<file path="src/core/sarc_defines.svh">
// register offsets, field positions, reset values and timing counts of the converter control
`ifndef SARC_DEFINES_SVH
`define SARC_DEFINES_SVH

// ------------------------------------------------------------------
// register byte offsets
// ------------------------------------------------------------------
`define SARC_OFS_CTRL0     4'h0
`define SARC_OFS_CTRL1     4'h1
`define SARC_OFS_CTRL2     4'h2
`define SARC_OFS_RES_HIGH  4'h3
`define SARC_OFS_RES_LOW   4'h4
`define SARC_OFS_FLAGS     4'h5
`define SARC_OFS_PORT      4'h6
`define SARC_OFS_SAMPLE    4'h7

// ------------------------------------------------------------------
// field positions
// ------------------------------------------------------------------
`define SARC_C0_ON         0
`define SARC_C0_GO         1
`define SARC_C0_CHAN_LSB   2
`define SARC_C1_VNEG       5
`define SARC_C1_VPOS       4
`define SARC_C2_CLK_LSB    0
`define SARC_C2_ACQ_LSB    3
`define SARC_FL_DONE       0
`define SARC_FL_IRQ_EN     1
`define SARC_FL_GIE        2
`define SARC_FL_BUSY       3

// ------------------------------------------------------------------
// reset values
// ------------------------------------------------------------------
`define SARC_RST_CTRL0     8'h00
`define SARC_RST_CTRL1     8'h00
`define SARC_RST_CTRL2     8'h00
`define SARC_RST_ANSEL     8'hFF

// ------------------------------------------------------------------
// timing counts
// ------------------------------------------------------------------
`define SARC_GAP_PERIODS   2
`define SARC_DELAY_CYCLES  1
`define SARC_RC_DIV        8

`endif

</file>
<file path="src/core/sarc_pkg.sv">
// types shared by the converter control modules
package sarc_pkg;

  typedef enum logic [2:0]
  {
    SARC_IDLE    = 3'b000,
    SARC_DELAY   = 3'b001,
    SARC_ACQUIRE = 3'b011,
    SARC_CONVERT = 3'b010,
    SARC_GAP     = 3'b110
  } sarc_state_type;

  typedef logic [2:0] sarc_sel_type;

endpackage : sarc_pkg

</file>
<file path="src/core/sarc_tick_if.sv">
// tick and clock selection between the controller and the period generator
`timescale 1ns/10ps
interface sarc_tick_if;
  import sarc_pkg::*;
  sarc_sel_type clk_sel;
  logic         use_rc;
  logic         tick;
  modport ctrl (output clk_sel, output use_rc, input tick);
  modport gen  (input clk_sel, input use_rc, output tick);
endinterface : sarc_tick_if

</file>
<file path="src/core/sarc_tick_gen.sv">
// bit-conversion period tick generator
`timescale 1ns/10ps
`include "sarc_defines.svh"
module sarc_tick_gen
#(
  parameter int RC_DIV = `SARC_RC_DIV
)
(
  input  wire logic clk,
  input  wire logic srst,
  input  wire logic rc_osc_tick,
  sarc_tick_if.gen  tif
);
  import sarc_pkg::*;

  initial
  begin
    if (RC_DIV < 1 || RC_DIV > 256)
    begin
      $error("RC_DIV must be at least 1");
    end
  end

  logic [7:0] count;
  logic [7:0] limit;
  logic       step;

  // ------------------------------------------------------------------
  // period select
  // ------------------------------------------------------------------
  // rc source ticks on the internal oscillator, so it keeps going in sleep
  always_comb
  begin
    step  = tif.use_rc ? rc_osc_tick : 1'b1;
    limit = tif.use_rc ? 8'(RC_DIV - 1) : 8'((8'h02 << tif.clk_sel) - 8'h01);
  end

  always_ff @(posedge clk)
  begin
    if (srst)
    begin
      count <= 8'h00;
    end
    else if (step)
    begin
      count <= (count >= limit) ? 8'h00 : count + 8'h01;
    end
  end

  assign tif.tick = step && (count >= limit);

endmodule : sarc_tick_gen

</file>
<file path="src/core/sarc_top.sv">
// successive approximation converter control with avalon register slave
//
// Contract
// - software picks supply rails or the reference pins per rail.
// - internal rc clock source keeps conversions running during sleep.
// - sample-hold feeds the core; one result bit per bit period.
// - reset restores registers, turns module off, aborts conversion.
// - on finish load result, clear go bit, set done flag.
// - result bytes are untouched by reset, unknown at power-up.
// - programmable acquisition delay between go and conversion start.
// - bit period derives from the selected conversion clock.
// - at least two bit periods after finishing before next acquisition.
// - each shared pin is individually analog or digital.
// - acquisition select zero delays conversion one instruction cycle.
// - port reads return zero on pins set as analog inputs.
`timescale 1ns/10ps
`include "sarc_defines.svh"
module sarc_top
#(
  parameter int RC_DIV        = `SARC_RC_DIV,
  parameter int INSTR_CYCLES  = 4,
  parameter int RESULT_BITS   = 12
)
(
  input  wire logic        clk,
  input  wire logic        srst,
  input  wire logic [3:0]  avs_address,
  input  wire logic        avs_read,
  input  wire logic        avs_write,
  input  wire logic [31:0] avs_writedata,
  output logic      [31:0] avs_readdata,
  output logic             avs_waitrequest,
  input  wire logic        rc_osc_tick,
  input  wire logic [7:0]  port_pins,
  input  wire logic        cmp_high,
  output logic             sample_hold,
  output logic [11:0]      dac_code,
  output logic [2:0]       channel_sel,
  output logic             vref_pos_pin,
  output logic             vref_neg_pin,
  output logic [7:0]       analog_pins,
  output logic             irq
);
  import sarc_pkg::*;

  initial
  begin
    if (RESULT_BITS != 12 || INSTR_CYCLES < 1 || INSTR_CYCLES > 256)
    begin
      $error("unsupported result width or instruction cycle");
    end
  end

  sarc_tick_if tif ();

  sarc_tick_gen #(.RC_DIV(RC_DIV)) u_tick
  (
    .clk         (clk),
    .srst        (srst),
    .rc_osc_tick (rc_osc_tick),
    .tif         (tif)
  );

  // ------------------------------------------------------------------
  // registers and state
  // ------------------------------------------------------------------
  logic [7:0]      converter_control_0;
  logic [7:0]      converter_control_1;
  logic [7:0]      converter_control_2;
  logic [7:0]      ansel;
  logic [7:0]      result_high_byte;
  logic [7:0]      result_low_byte;
  logic            conversion_done_irq_flag;
  logic            conversion_irq_enable;
  logic            global_irq_enable;
  sarc_state_type  state;
  logic [3:0]      bit_idx;
  logic [11:0]     sar;
  logic [4:0]      period_cnt;
  logic [7:0]      delay_cnt;
  logic [7:0]      pin_s1;
  logic [7:0]      pin_s2;
  logic [7:0]      pin_s3;
  logic [7:0]      port_view;
  logic            cmp_s1;
  logic            cmp_s2;
  logic            cmp_s3;
  logic            cmp_view;
  logic            rd_done;
  logic            wr_ctrl0;
  logic            finish;
  logic            go_start;
  logic [2:0]      acq_sel;

  assign acq_sel   = converter_control_2[`SARC_C2_ACQ_LSB +: 3];
  assign wr_ctrl0  = avs_write && avs_address == `SARC_OFS_CTRL0;
  // go only counts with the module on
  assign go_start  = wr_ctrl0 && avs_writedata[`SARC_C0_GO]
                     && avs_writedata[`SARC_C0_ON] && state == SARC_IDLE;
  assign finish    = state == SARC_CONVERT && tif.tick && bit_idx == 4'h0;

  assign tif.clk_sel = converter_control_2[`SARC_C2_CLK_LSB +: 3];
  assign tif.use_rc  = converter_control_2[`SARC_C2_CLK_LSB +: 3] == 3'h7;

  // acquisition periods from the select field
  function automatic logic [4:0] acq_periods(input logic [2:0] sel);
    acq_periods = (sel == 3'h0) ? 5'h00 : 5'(sel) << 1;
  endfunction : acq_periods

  // ------------------------------------------------------------------
  // pin inputs, three stage synchronisers
  // ------------------------------------------------------------------
  always_ff @(posedge clk)
  begin
    pin_s1 <= port_pins;
    pin_s2 <= pin_s1;
    pin_s3 <= pin_s2;
    cmp_s1 <= cmp_high;
    cmp_s2 <= cmp_s1;
    cmp_s3 <= cmp_s2;
  end

  always_ff @(posedge clk)
  begin
    if (srst)
    begin
      port_view <= 8'h00;
      cmp_view  <= 1'b0;
    end
    else
    begin
      port_view <= (pin_s2 & pin_s3) | (port_view & (pin_s2 | pin_s3));
      cmp_view  <= (cmp_s2 & cmp_s3) | (cmp_view & (cmp_s2 | cmp_s3));
    end
  end

  // ------------------------------------------------------------------
  // control registers
  // ------------------------------------------------------------------
  always_ff @(posedge clk)
  begin
    if (srst)
    begin
      converter_control_0 <= `SARC_RST_CTRL0;
      converter_control_1 <= `SARC_RST_CTRL1;
      converter_control_2 <= `SARC_RST_CTRL2;
      ansel               <= `SARC_RST_ANSEL;
      conversion_irq_enable <= 1'b0;
      global_irq_enable     <= 1'b0;
    end
    else
    begin
      if (wr_ctrl0)
      begin
        // a write while busy keeps go unless it turns the module off
        converter_control_0 <= {avs_writedata[7:2],
                                go_start || (converter_control_0[`SARC_C0_GO] && !finish
                                             && avs_writedata[`SARC_C0_ON]),
                                avs_writedata[0]};
      end
      else if (finish)
      begin
        converter_control_0[`SARC_C0_GO] <= 1'b0;
      end
      if (avs_write && avs_address == `SARC_OFS_CTRL1)
      begin
        converter_control_1 <= avs_writedata[7:0];
      end
      if (avs_write && avs_address == `SARC_OFS_CTRL2)
      begin
        converter_control_2 <= avs_writedata[7:0];
      end
      if (avs_write && avs_address == `SARC_OFS_PORT)
      begin
        ansel <= avs_writedata[7:0];
      end
      if (avs_write && avs_address == `SARC_OFS_FLAGS)
      begin
        conversion_irq_enable <= avs_writedata[`SARC_FL_IRQ_EN];
        global_irq_enable     <= avs_writedata[`SARC_FL_GIE];
      end
    end
  end

  // set wins over a clear in the same cycle
  assign rd_done = avs_write && avs_address == `SARC_OFS_FLAGS
                   && !avs_writedata[`SARC_FL_DONE];

  always_ff @(posedge clk)
  begin
    if (srst)
    begin
      conversion_done_irq_flag <= 1'b0;
    end
    else if (finish)
    begin
      conversion_done_irq_flag <= 1'b1;
    end
    else if (rd_done)
    begin
      conversion_done_irq_flag <= 1'b0;
    end
  end

  // ------------------------------------------------------------------
  // conversion sequencer
  // ------------------------------------------------------------------
  always_ff @(posedge clk)
  begin
    if (srst)
    begin
      state      <= SARC_IDLE;
      bit_idx    <= 4'h0;
      sar        <= 12'h000;
      period_cnt <= 5'h00;
      delay_cnt  <= 8'h00;
    end
    else if (!converter_control_0[`SARC_C0_ON] && state != SARC_IDLE)
    begin
      state <= SARC_IDLE;
    end
    else
    begin
      unique case (state)
        SARC_IDLE:
        begin
          if (go_start && acq_sel == 3'h0)
          begin
            state     <= SARC_DELAY;
            delay_cnt <= 8'(INSTR_CYCLES - 1);
          end
          else if (go_start)
          begin
            state      <= SARC_ACQUIRE;
            period_cnt <= acq_periods(acq_sel);
          end
        end
        SARC_DELAY:
        begin
          // start on a period boundary so the first trial bit gets a full period
          if (delay_cnt != 8'h00)
          begin
            delay_cnt <= delay_cnt - 8'h01;
          end
          else if (tif.tick)
          begin
            state   <= SARC_CONVERT;
            bit_idx <= 4'(RESULT_BITS - 1);
            sar     <= 12'h800;
          end
        end
        SARC_ACQUIRE:
        begin
          // first tick after go may be partial, one extra tick keeps full acquisition
          if (tif.tick)
          begin
            if (period_cnt == 5'h00)
            begin
              state   <= SARC_CONVERT;
              bit_idx <= 4'(RESULT_BITS - 1);
              sar     <= 12'h800;
            end
            else
            begin
              period_cnt <= period_cnt - 5'h01;
            end
          end
        end
        SARC_CONVERT:
        begin
          if (tif.tick)
          begin
            // keep or drop the trial bit, then try the next lower one
            sar[bit_idx] <= cmp_view;
            if (bit_idx == 4'h0)
            begin
              state      <= SARC_GAP;
              period_cnt <= 5'(`SARC_GAP_PERIODS);
            end
            else
            begin
              sar[bit_idx - 4'h1] <= 1'b1;
              bit_idx             <= bit_idx - 4'h1;
            end
          end
        end
        SARC_GAP:
        begin
          if (tif.tick)
          begin
            if (period_cnt <= 5'h01)
            begin
              state <= SARC_IDLE;
            end
            else
            begin
              period_cnt <= period_cnt - 5'h01;
            end
          end
        end
        default:
        begin
          state <= SARC_IDLE;
        end
      endcase
    end
  end

  // ------------------------------------------------------------------
  // result bytes, no reset so contents survive
  // ------------------------------------------------------------------
  always_ff @(posedge clk)
  begin
    if (finish)
    begin
      result_high_byte <= {4'h0, sar[11:8]};
      result_low_byte  <= {sar[7:1], cmp_view};
    end
  end

  // ------------------------------------------------------------------
  // analog side outputs
  // ------------------------------------------------------------------
  always_ff @(posedge clk)
  begin
    if (srst)
    begin
      sample_hold  <= 1'b0;
      dac_code     <= 12'h000;
      channel_sel  <= 3'h0;
      vref_pos_pin <= 1'b0;
      vref_neg_pin <= 1'b0;
      analog_pins  <= `SARC_RST_ANSEL;
      irq          <= 1'b0;
    end
    else
    begin
      sample_hold  <= state == SARC_CONVERT || state == SARC_DELAY;
      dac_code     <= sar;
      channel_sel  <= converter_control_0[`SARC_C0_CHAN_LSB +: 3];
      vref_pos_pin <= converter_control_1[`SARC_C1_VPOS];
      vref_neg_pin <= converter_control_1[`SARC_C1_VNEG];
      analog_pins  <= ansel;
      irq          <= conversion_done_irq_flag && conversion_irq_enable && global_irq_enable;
    end
  end

  // ------------------------------------------------------------------
  // avalon slave, zero wait states
  // ------------------------------------------------------------------
  assign avs_waitrequest = 1'b0;

  always_comb
  begin
    avs_readdata = 32'h0000_0000;
    unique case (avs_address)
      `SARC_OFS_CTRL0:    avs_readdata[7:0] = converter_control_0;
      `SARC_OFS_CTRL1:    avs_readdata[7:0] = converter_control_1;
      `SARC_OFS_CTRL2:    avs_readdata[7:0] = converter_control_2;
      `SARC_OFS_RES_HIGH: avs_readdata[7:0] = {4'h0, result_high_byte[3:0]};
      `SARC_OFS_RES_LOW:  avs_readdata[7:0] = result_low_byte;
      `SARC_OFS_FLAGS:    avs_readdata[3:0] = {state != SARC_IDLE, global_irq_enable,
                                               conversion_irq_enable, conversion_done_irq_flag};
      `SARC_OFS_PORT:     avs_readdata[7:0] = ansel;
      `SARC_OFS_SAMPLE:   avs_readdata[7:0] = port_view & ~ansel;
      default:            avs_readdata = 32'h0000_0000;
    endcase
  end

endmodule : sarc_top

</file>
<file path="config.mk">
export PLATFORM = sky130hd
export DESIGN_NAME = sarc_top
export DESIGN_NICKNAME = d
export VERILOG_FILES = /design/src/core/sarc_pkg.sv /design/src/core/sarc_tick_if.sv /design/src/core/sarc_tick_gen.sv /design/src/core/sarc_top.sv
export VERILOG_INCLUDE_DIRS = /design/src /design/src/core
export SDC_FILE = /design/constraint.sdc
export NUM_CORES = 1
export LEC_CHECK = 0
export BUFFER_PORTS_ARGS = -buffer_cell sky130_fd_sc_hd__buf_2
export CORE_MARGIN = 8
export CORE_UTILIZATION = 55
export DETAILED_ROUTE_END_ITERATION = 8
export PLACE_DENSITY = 0.78
export SETUP_SLACK_MARGIN = 0.02
export SYNTH_ARGS = -nofsm -noshare
export SYNTH_HDL_FRONTEND = slang
export SYNTH_HIERARCHICAL = 1
export SYNTH_SLANG_ARGS = --single-unit
</file>
<file path="constraint.sdc">
create_clock -name clk -period 4.8 [get_ports clk]
set_input_delay 0.24 -clock clk [delete_from_list [all_inputs] [get_ports clk]]
set_output_delay 0.24 -clock clk [all_outputs]
set_load 0.01 [all_outputs]
</file>
### Word level (Yosys, flattened, before mapping)

Cells that the tools add are included.
W data, S select, Z words.

* reductions and logical operators: 43
* shifts and indexed selects: 1
* div/mod/pow operators: 0
* eq/ne operators: 28
* order comparisons: 6
* add/subtract/negate cells: 5
* mux-type cells: 52
* $mul: 0
* bitwise operators: 12

Operator list (number)
* $mux W12: 6
* $mux W5: 8
* $pmux W12 S3: 1
* $mux W8: 4
* $pmux W4 S8: 1
* $mux W3: 10
* $mux W4: 7
* $ne A2 B2 Y1 const B: 14
* $and A8 B8 Y8: 3
* $pmux W4 S6: 1
* $logic_and A1 B1 Y1: 20
* $pmux W5 S4: 1
* $eq A4 B3 Y1 const B: 4
* $or A8 B8 Y8: 2
* $pmux W8 S2: 1
* $sub A8 B1 Y8 const B: 2
* $pmux W3 S5: 1
* $bwmux W12: 1
* $or A12 B12 Y12: 1
* $pmux W4 S3: 1
* $lt A4 B5 Y1 const B: 2
* $reduce_and A10 Y1: 1
* $reduce_and A9 Y1: 1
* $add A8 B1 Y8 const B: 1
* other kinds (32): 53

* bits of input ports: 50
* bits in registers: 150
* bits in latches: 0
* logic and storage cells: 178
* memories kept: 0
* memory bits (read-only): 0
* output and inout bits: 60
* RAM bits: 0

### Logic depth before layout (Yosys ltp)

* depth after elaboration: 12
* gate-level depth with buffers: 18
* gate-level depth less buffers: 16

### Modules after synthesis

Netlist, hierarchy kept.

By module, submodules not included
* sarc_top: times used 1, area an instance 5982.0 um2, cells each 647, seq. area each 2962.8 um2
* sarc_tick_gen: times used 1, area an instance 696.9 um2, cells each 78, seq. area each 160.2 um2

### Worst setup path after synthesis

OpenSTA, ideal clock, no wires.

* kind: flip-flop to flip-flop
* from: register converter_control_2[2]
* to: register bit_idx[0]
* setup time: 0.091 ns
* required time: 4.709 ns
* clock period less this slack: 3.374 ns
* arrival: 3.284 ns
* stages on the path, launching flop included: 19
* slack: 1.426 ns
* cell sequence: dfxtp_1 > nor2_1 > nand2_1 > ha_1 > nor3b_1 > a21oi_1 > o21ai_0 > nand2b_1 > ha_1 > nand4_1 > a31oi_1 > a41o_1 > buf_6 > inv_1 > or3_1 > a2111oi_4 > buf_6 > a21oi_1 > a311oi_1

* word-level cells in the longest chain between the ends: 7

Ends and longest elaborated chain
* from (decl): RTL line sarc_top.sv:69 `logic [7:0] converter_control_2;`
* from (signal assigned): RTL line sarc_top.sv:146 `` converter_control_2 <= `SARC_RST_CTRL2; ``
* from (signal assigned): RTL line sarc_top.sv:171 `converter_control_2 <= avs_writedata[7:0];`
* $shl A2 B3 Y8: RTL line sarc_tick_gen.sv:35 `limit = tif.use_rc ? 8'(RC_DIV - 1) : 8'((8'h02 << tif.clk_sel) - 8'h01);`
* $sub A8 B1 Y8: RTL line sarc_tick_gen.sv:35
* $mux W8: RTL line sarc_tick_gen.sv:35
* $ge A8 B8 Y1: RTL line sarc_tick_gen.sv:50 `assign tif.tick = step && (count >= limit);`
* $logic_and A1 B1 Y1 (*): RTL line sarc_tick_gen.sv:50
* via tif.tick: RTL line sarc_tick_if.sv:7 `logic tick;`
* $ne A2 B2 Y1 (no source line)
* $reduce_and A8 Y1 (no source line) (*)
* to (signal assigned): RTL line sarc_top.sv:248 `bit_idx <= 4'(RESULT_BITS - 1);`
* to (signal assigned): RTL line sarc_top.sv:260 `bit_idx <= 4'(RESULT_BITS - 1);`
* to (signal assigned): RTL line sarc_top.sv:283 `bit_idx <= bit_idx - 4'h1;`
* to (decl): RTL line sarc_top.sv:77 `logic [3:0] bit_idx;`

Mark *: on every way through the listed nets, which the timed path passes. The rest lies on a longest branch.
A chain may end at the register's enable or synchronous reset.

### Worst setup path in the final report

* from: register converter_control_2[2]
* to: register sar[7]

* word-level cells in the longest chain between the ends: 7

Ends and longest elaborated chain
* $shl A2 B3 Y8: RTL line sarc_tick_gen.sv:35
* $sub A8 B1 Y8: RTL line sarc_tick_gen.sv:35
* $mux W8: RTL line sarc_tick_gen.sv:35
* $ge A8 B8 Y1: RTL line sarc_tick_gen.sv:50
* $logic_and A1 B1 Y1 (*): RTL line sarc_tick_gen.sv:50
* via tif.tick: RTL line sarc_tick_if.sv:7
* $ne A2 B2 Y1 (no source line)
* $reduce_and A7 Y1 (no source line) (*)
* to (signal, indexed assignment): RTL line sarc_top.sv:274 `sar[bit_idx] <= cmp_view;`
* to (decl): RTL line sarc_top.sv:78 `logic [11:0] sar;`

Marks and branches as above.

==> flow_summary_export.csv <==
group,metric,value,unit
route,drt_pass1_iterations,6,
placed_design,place.gp.congestion,0.944,
sta,finalSetupViolCount,0,
sta,finalHoldWorstSlack,0.0840,ns
logic_synthesis,syn_inst,725,
floorplan,ios,110,
logic_synthesis,synth_flop_cell,"dfxtp_1",
hold_path,hold_start,"srst",
sta,setup_ws,0.733,ns
clock_tree,clock_tree.root_cell,"clkbuf_16",
sta,period_minus_slack,4.07,ns
logic_synthesis,seq_area_frac_synth,0.468,
cells_and_area,postLayoutCoreUtil,0.639,
sta,tns,0,ns
clock_tree,clkTransAtPathRegs,0.06,ns
setup_path,r2r-start,"converter_control_2[2]",
logic_synthesis,synth.avg_cell_area,9.21,µm²
sta,slew-limit-headroom,0.156,
power,p_per_area,393,mW/mm²
setup_path,worst-path-max-fanout,11,
cells_and_area,final_cell_mix,"dfxtp_1 (138), nand2_1 (96), buf_2 (59), a21oi_1 (52), nor2_1 (33)",
floorplan,start_util,0.561,
setup_path,arrival,4.39,ns
placed_design,portBuffers,59,
sta,timing.final.crit_share,0.847,
placed_design,dp_hpwl,11300,µm
route,drt.antenna.violating_nets,0,
cells_and_area,final_common_cell,"dfxtp_1",
floorplan,row_count,40,
flow_run,maxCapViolCount,0,
placed_design,dp.cells,893,
setup_path,cp-startpoint,"converter_control_2[2]",
sta,fmax,246,MHz
floorplan,die-area,0.0159,mm²
sta,hold_viol_final,0,
setup_path,path_class,"reg2reg",
logic_synthesis,synth.distinct_cells,74,
logic_synthesis,synth_edf_count,12,
global_routing,grt_remaining_overflow,0,
sta,fin_worst_skew,0.00719,ns
global_routing,grtUsageTotal,0.209,
global_routing,grt_antenna_before_repair,1,
floorplan,design.core.area,0.0119,mm²
global_routing,grt_pass1_vias,5384,
logic_synthesis,synth_seq_cells,150,
clock_tree,cts_tree,"done",
clock_tree,clock-sinks,150,
setup_path,crit_required,5.12,ns
route,drc_errors,0,
logic_synthesis,synth-warning-count,6,
placed_design,dp_worst_setup_slack,0.828,ns
logic_synthesis,asyncSetResetFlopFracSynth,0,
clock_tree,numCtsBuffers,17,
route,routed_wl,16400,µm
floorplan,die_w,126,µm
route,drt-initial-drc-count,586,
sta,drv_slew,0,
clock_tree,clock_path_buffers,2,
logic_synthesis,netlist_area,0.00668,mm²
cells_and_area,fin_cells,934,
route,num_vias,5545,
cells_and_area,finalNetCount,842,
status,status,"finished, final reports clean",
clock_tree,cts_setup_buffers,0,
clock_tree,cts_resized,0,
power,ir_worst_vdd,560,µV
sta,worst_slew_pin_slew,1.26,ns
setup_path,regToRegSetupSlack,0.73,ns
setup_path,setup.worst_path.start_class,"flip-flop",
hold_path,hp-class,"in2reg",
global_routing,grt_pass1_wl,26900,µm
power,leakagePower,3.03,nW
sta,rsz0062_at_grt,"false",
floorplan,die_height,126,µm
clock_tree,htree_levels,4,
setup_path,crit_path_end_kind,"flip-flop",
cells_and_area,layout-drive-gt1-share,0.159,
cells_and_area,area_growth,13.9,%
global_routing,grt_max_degree,81,
clock_tree,worstSkewPairLatency,0.43,ns
route,wl_per_cell,17.5,µm
route,viasPerCell,5.94,
cells_and_area,num_antenna_cells,0,
==> timing repair <==
item | CTS | global route
hold endpoints to repair | 9 | 0
endpoints found under the setup margin | 0 | 0
hold buffers | 9 | 0
==> critical path, cell delays in order (launching register included) <==
cell	delay (ns)
dfxtp_1	0.42
nor2_1	0.23
nand2_1	0.10
ha_1	0.26
nor3b_1	0.20
a21oi_1	0.08
o21ai_0	0.21
nand2b_1	0.09
ha_1	0.30
nand4_1	0.11
a31oi_1	0.16
a41o_1	0.18
inv_1	0.07
or3_1	0.37
a2111oi_4	0.53
buf_4	0.23
nor2_1	0.17
a21o_1	0.23
==> worst paths after layout <==
path,end,cells past startpoint
worst max-delay path,sar[7],17
worst min-delay path,sar[11],2
worst max register to register,sar[7],17
worst min register to register,pin_s2[6],0
==> layer usage <==
metal  vias up  track usage  part of all wire
met4         2       0.0984             0.029
li1       2635            -                 -
met2       239        0.343              0.48
met5         -            0           0.00079
met3        51       0.0646             0.078
met1      2618        0.244              0.42
==> cell usage after synthesis, drive strengths merged (7+ instances only) <==
library cell	n	area (µm²)
a21oi	52	260
and3	10	62.6
buf	39	259
clkbuf	27	101
dfxtp	138	2760
edfxtp	12	360
ha	18	225
inv	22	82.6
mux2i	15	150
nand2	96	360
nand2b	7	43.8
nand3	32	160
nor2	33	124
nor2b	25	156
nor3	23	155
o21ai	22	110
or2	7	43.8
xor2	13	114
==> kinds of logic after synthesis <==
logic type,count (synthesis),share of synthesized area
simple gates,277,0.219
other cells,1,0.000561
buf+inv,88,0.0663
compound gates,155,0.160
fa+ha+maj,18,0.0337
xor+xnor,17,0.0223
mux,19,0.0309
flops,150,0.468
==> report_power, final <==
part           internal, mW  total, mW  switching [mW]
sequential             1.30       1.35          0.0451
combinational         0.109      0.314           0.205
clock                 0.781       1.33           0.550
total                  2.19       2.99           0.800
==> cell type report <==
cell class,instances,area (µm²)
Fill cell,968,4300
Multi-Input combinational cell,511,3210
Sequential cell,150,3120
Clock buffer,18,429
Timing Repair Buffer,72,415
Tap cell,147,184
Clock inverter,14,166
Inverter,22,82.6
==> metrics by stage <==
step / instance area (µm²) / power [mW]
floorplan: 6770 / 1.61
global placement: 6920 / 1.67
detailed placement: 6920 / 1.68
CTS: 7610 / 3.01
global route: 7610 / 3.10
finish: 7610 / 2.99
==> state kept, by name, indices dropped and copies added, names as in the netlist, 3 cells and up <==
name / count
channel_sel: 3
port_view: 8
pin_s3: 8
u_tick/count: 8
converter_control_0: 8
state: 3
delay_cnt: 8
converter_control_1: 8
bit_idx: 4
ansel: 8
dac_code: 12
sar: 12
pin_s2: 8
result_low_byte: 8
analog_pins: 8
period_cnt: 5
result_high_byte: 4
pin_s1: 8
converter_control_2: 8
Note: power is estimated with default switching activity, not from simulation.
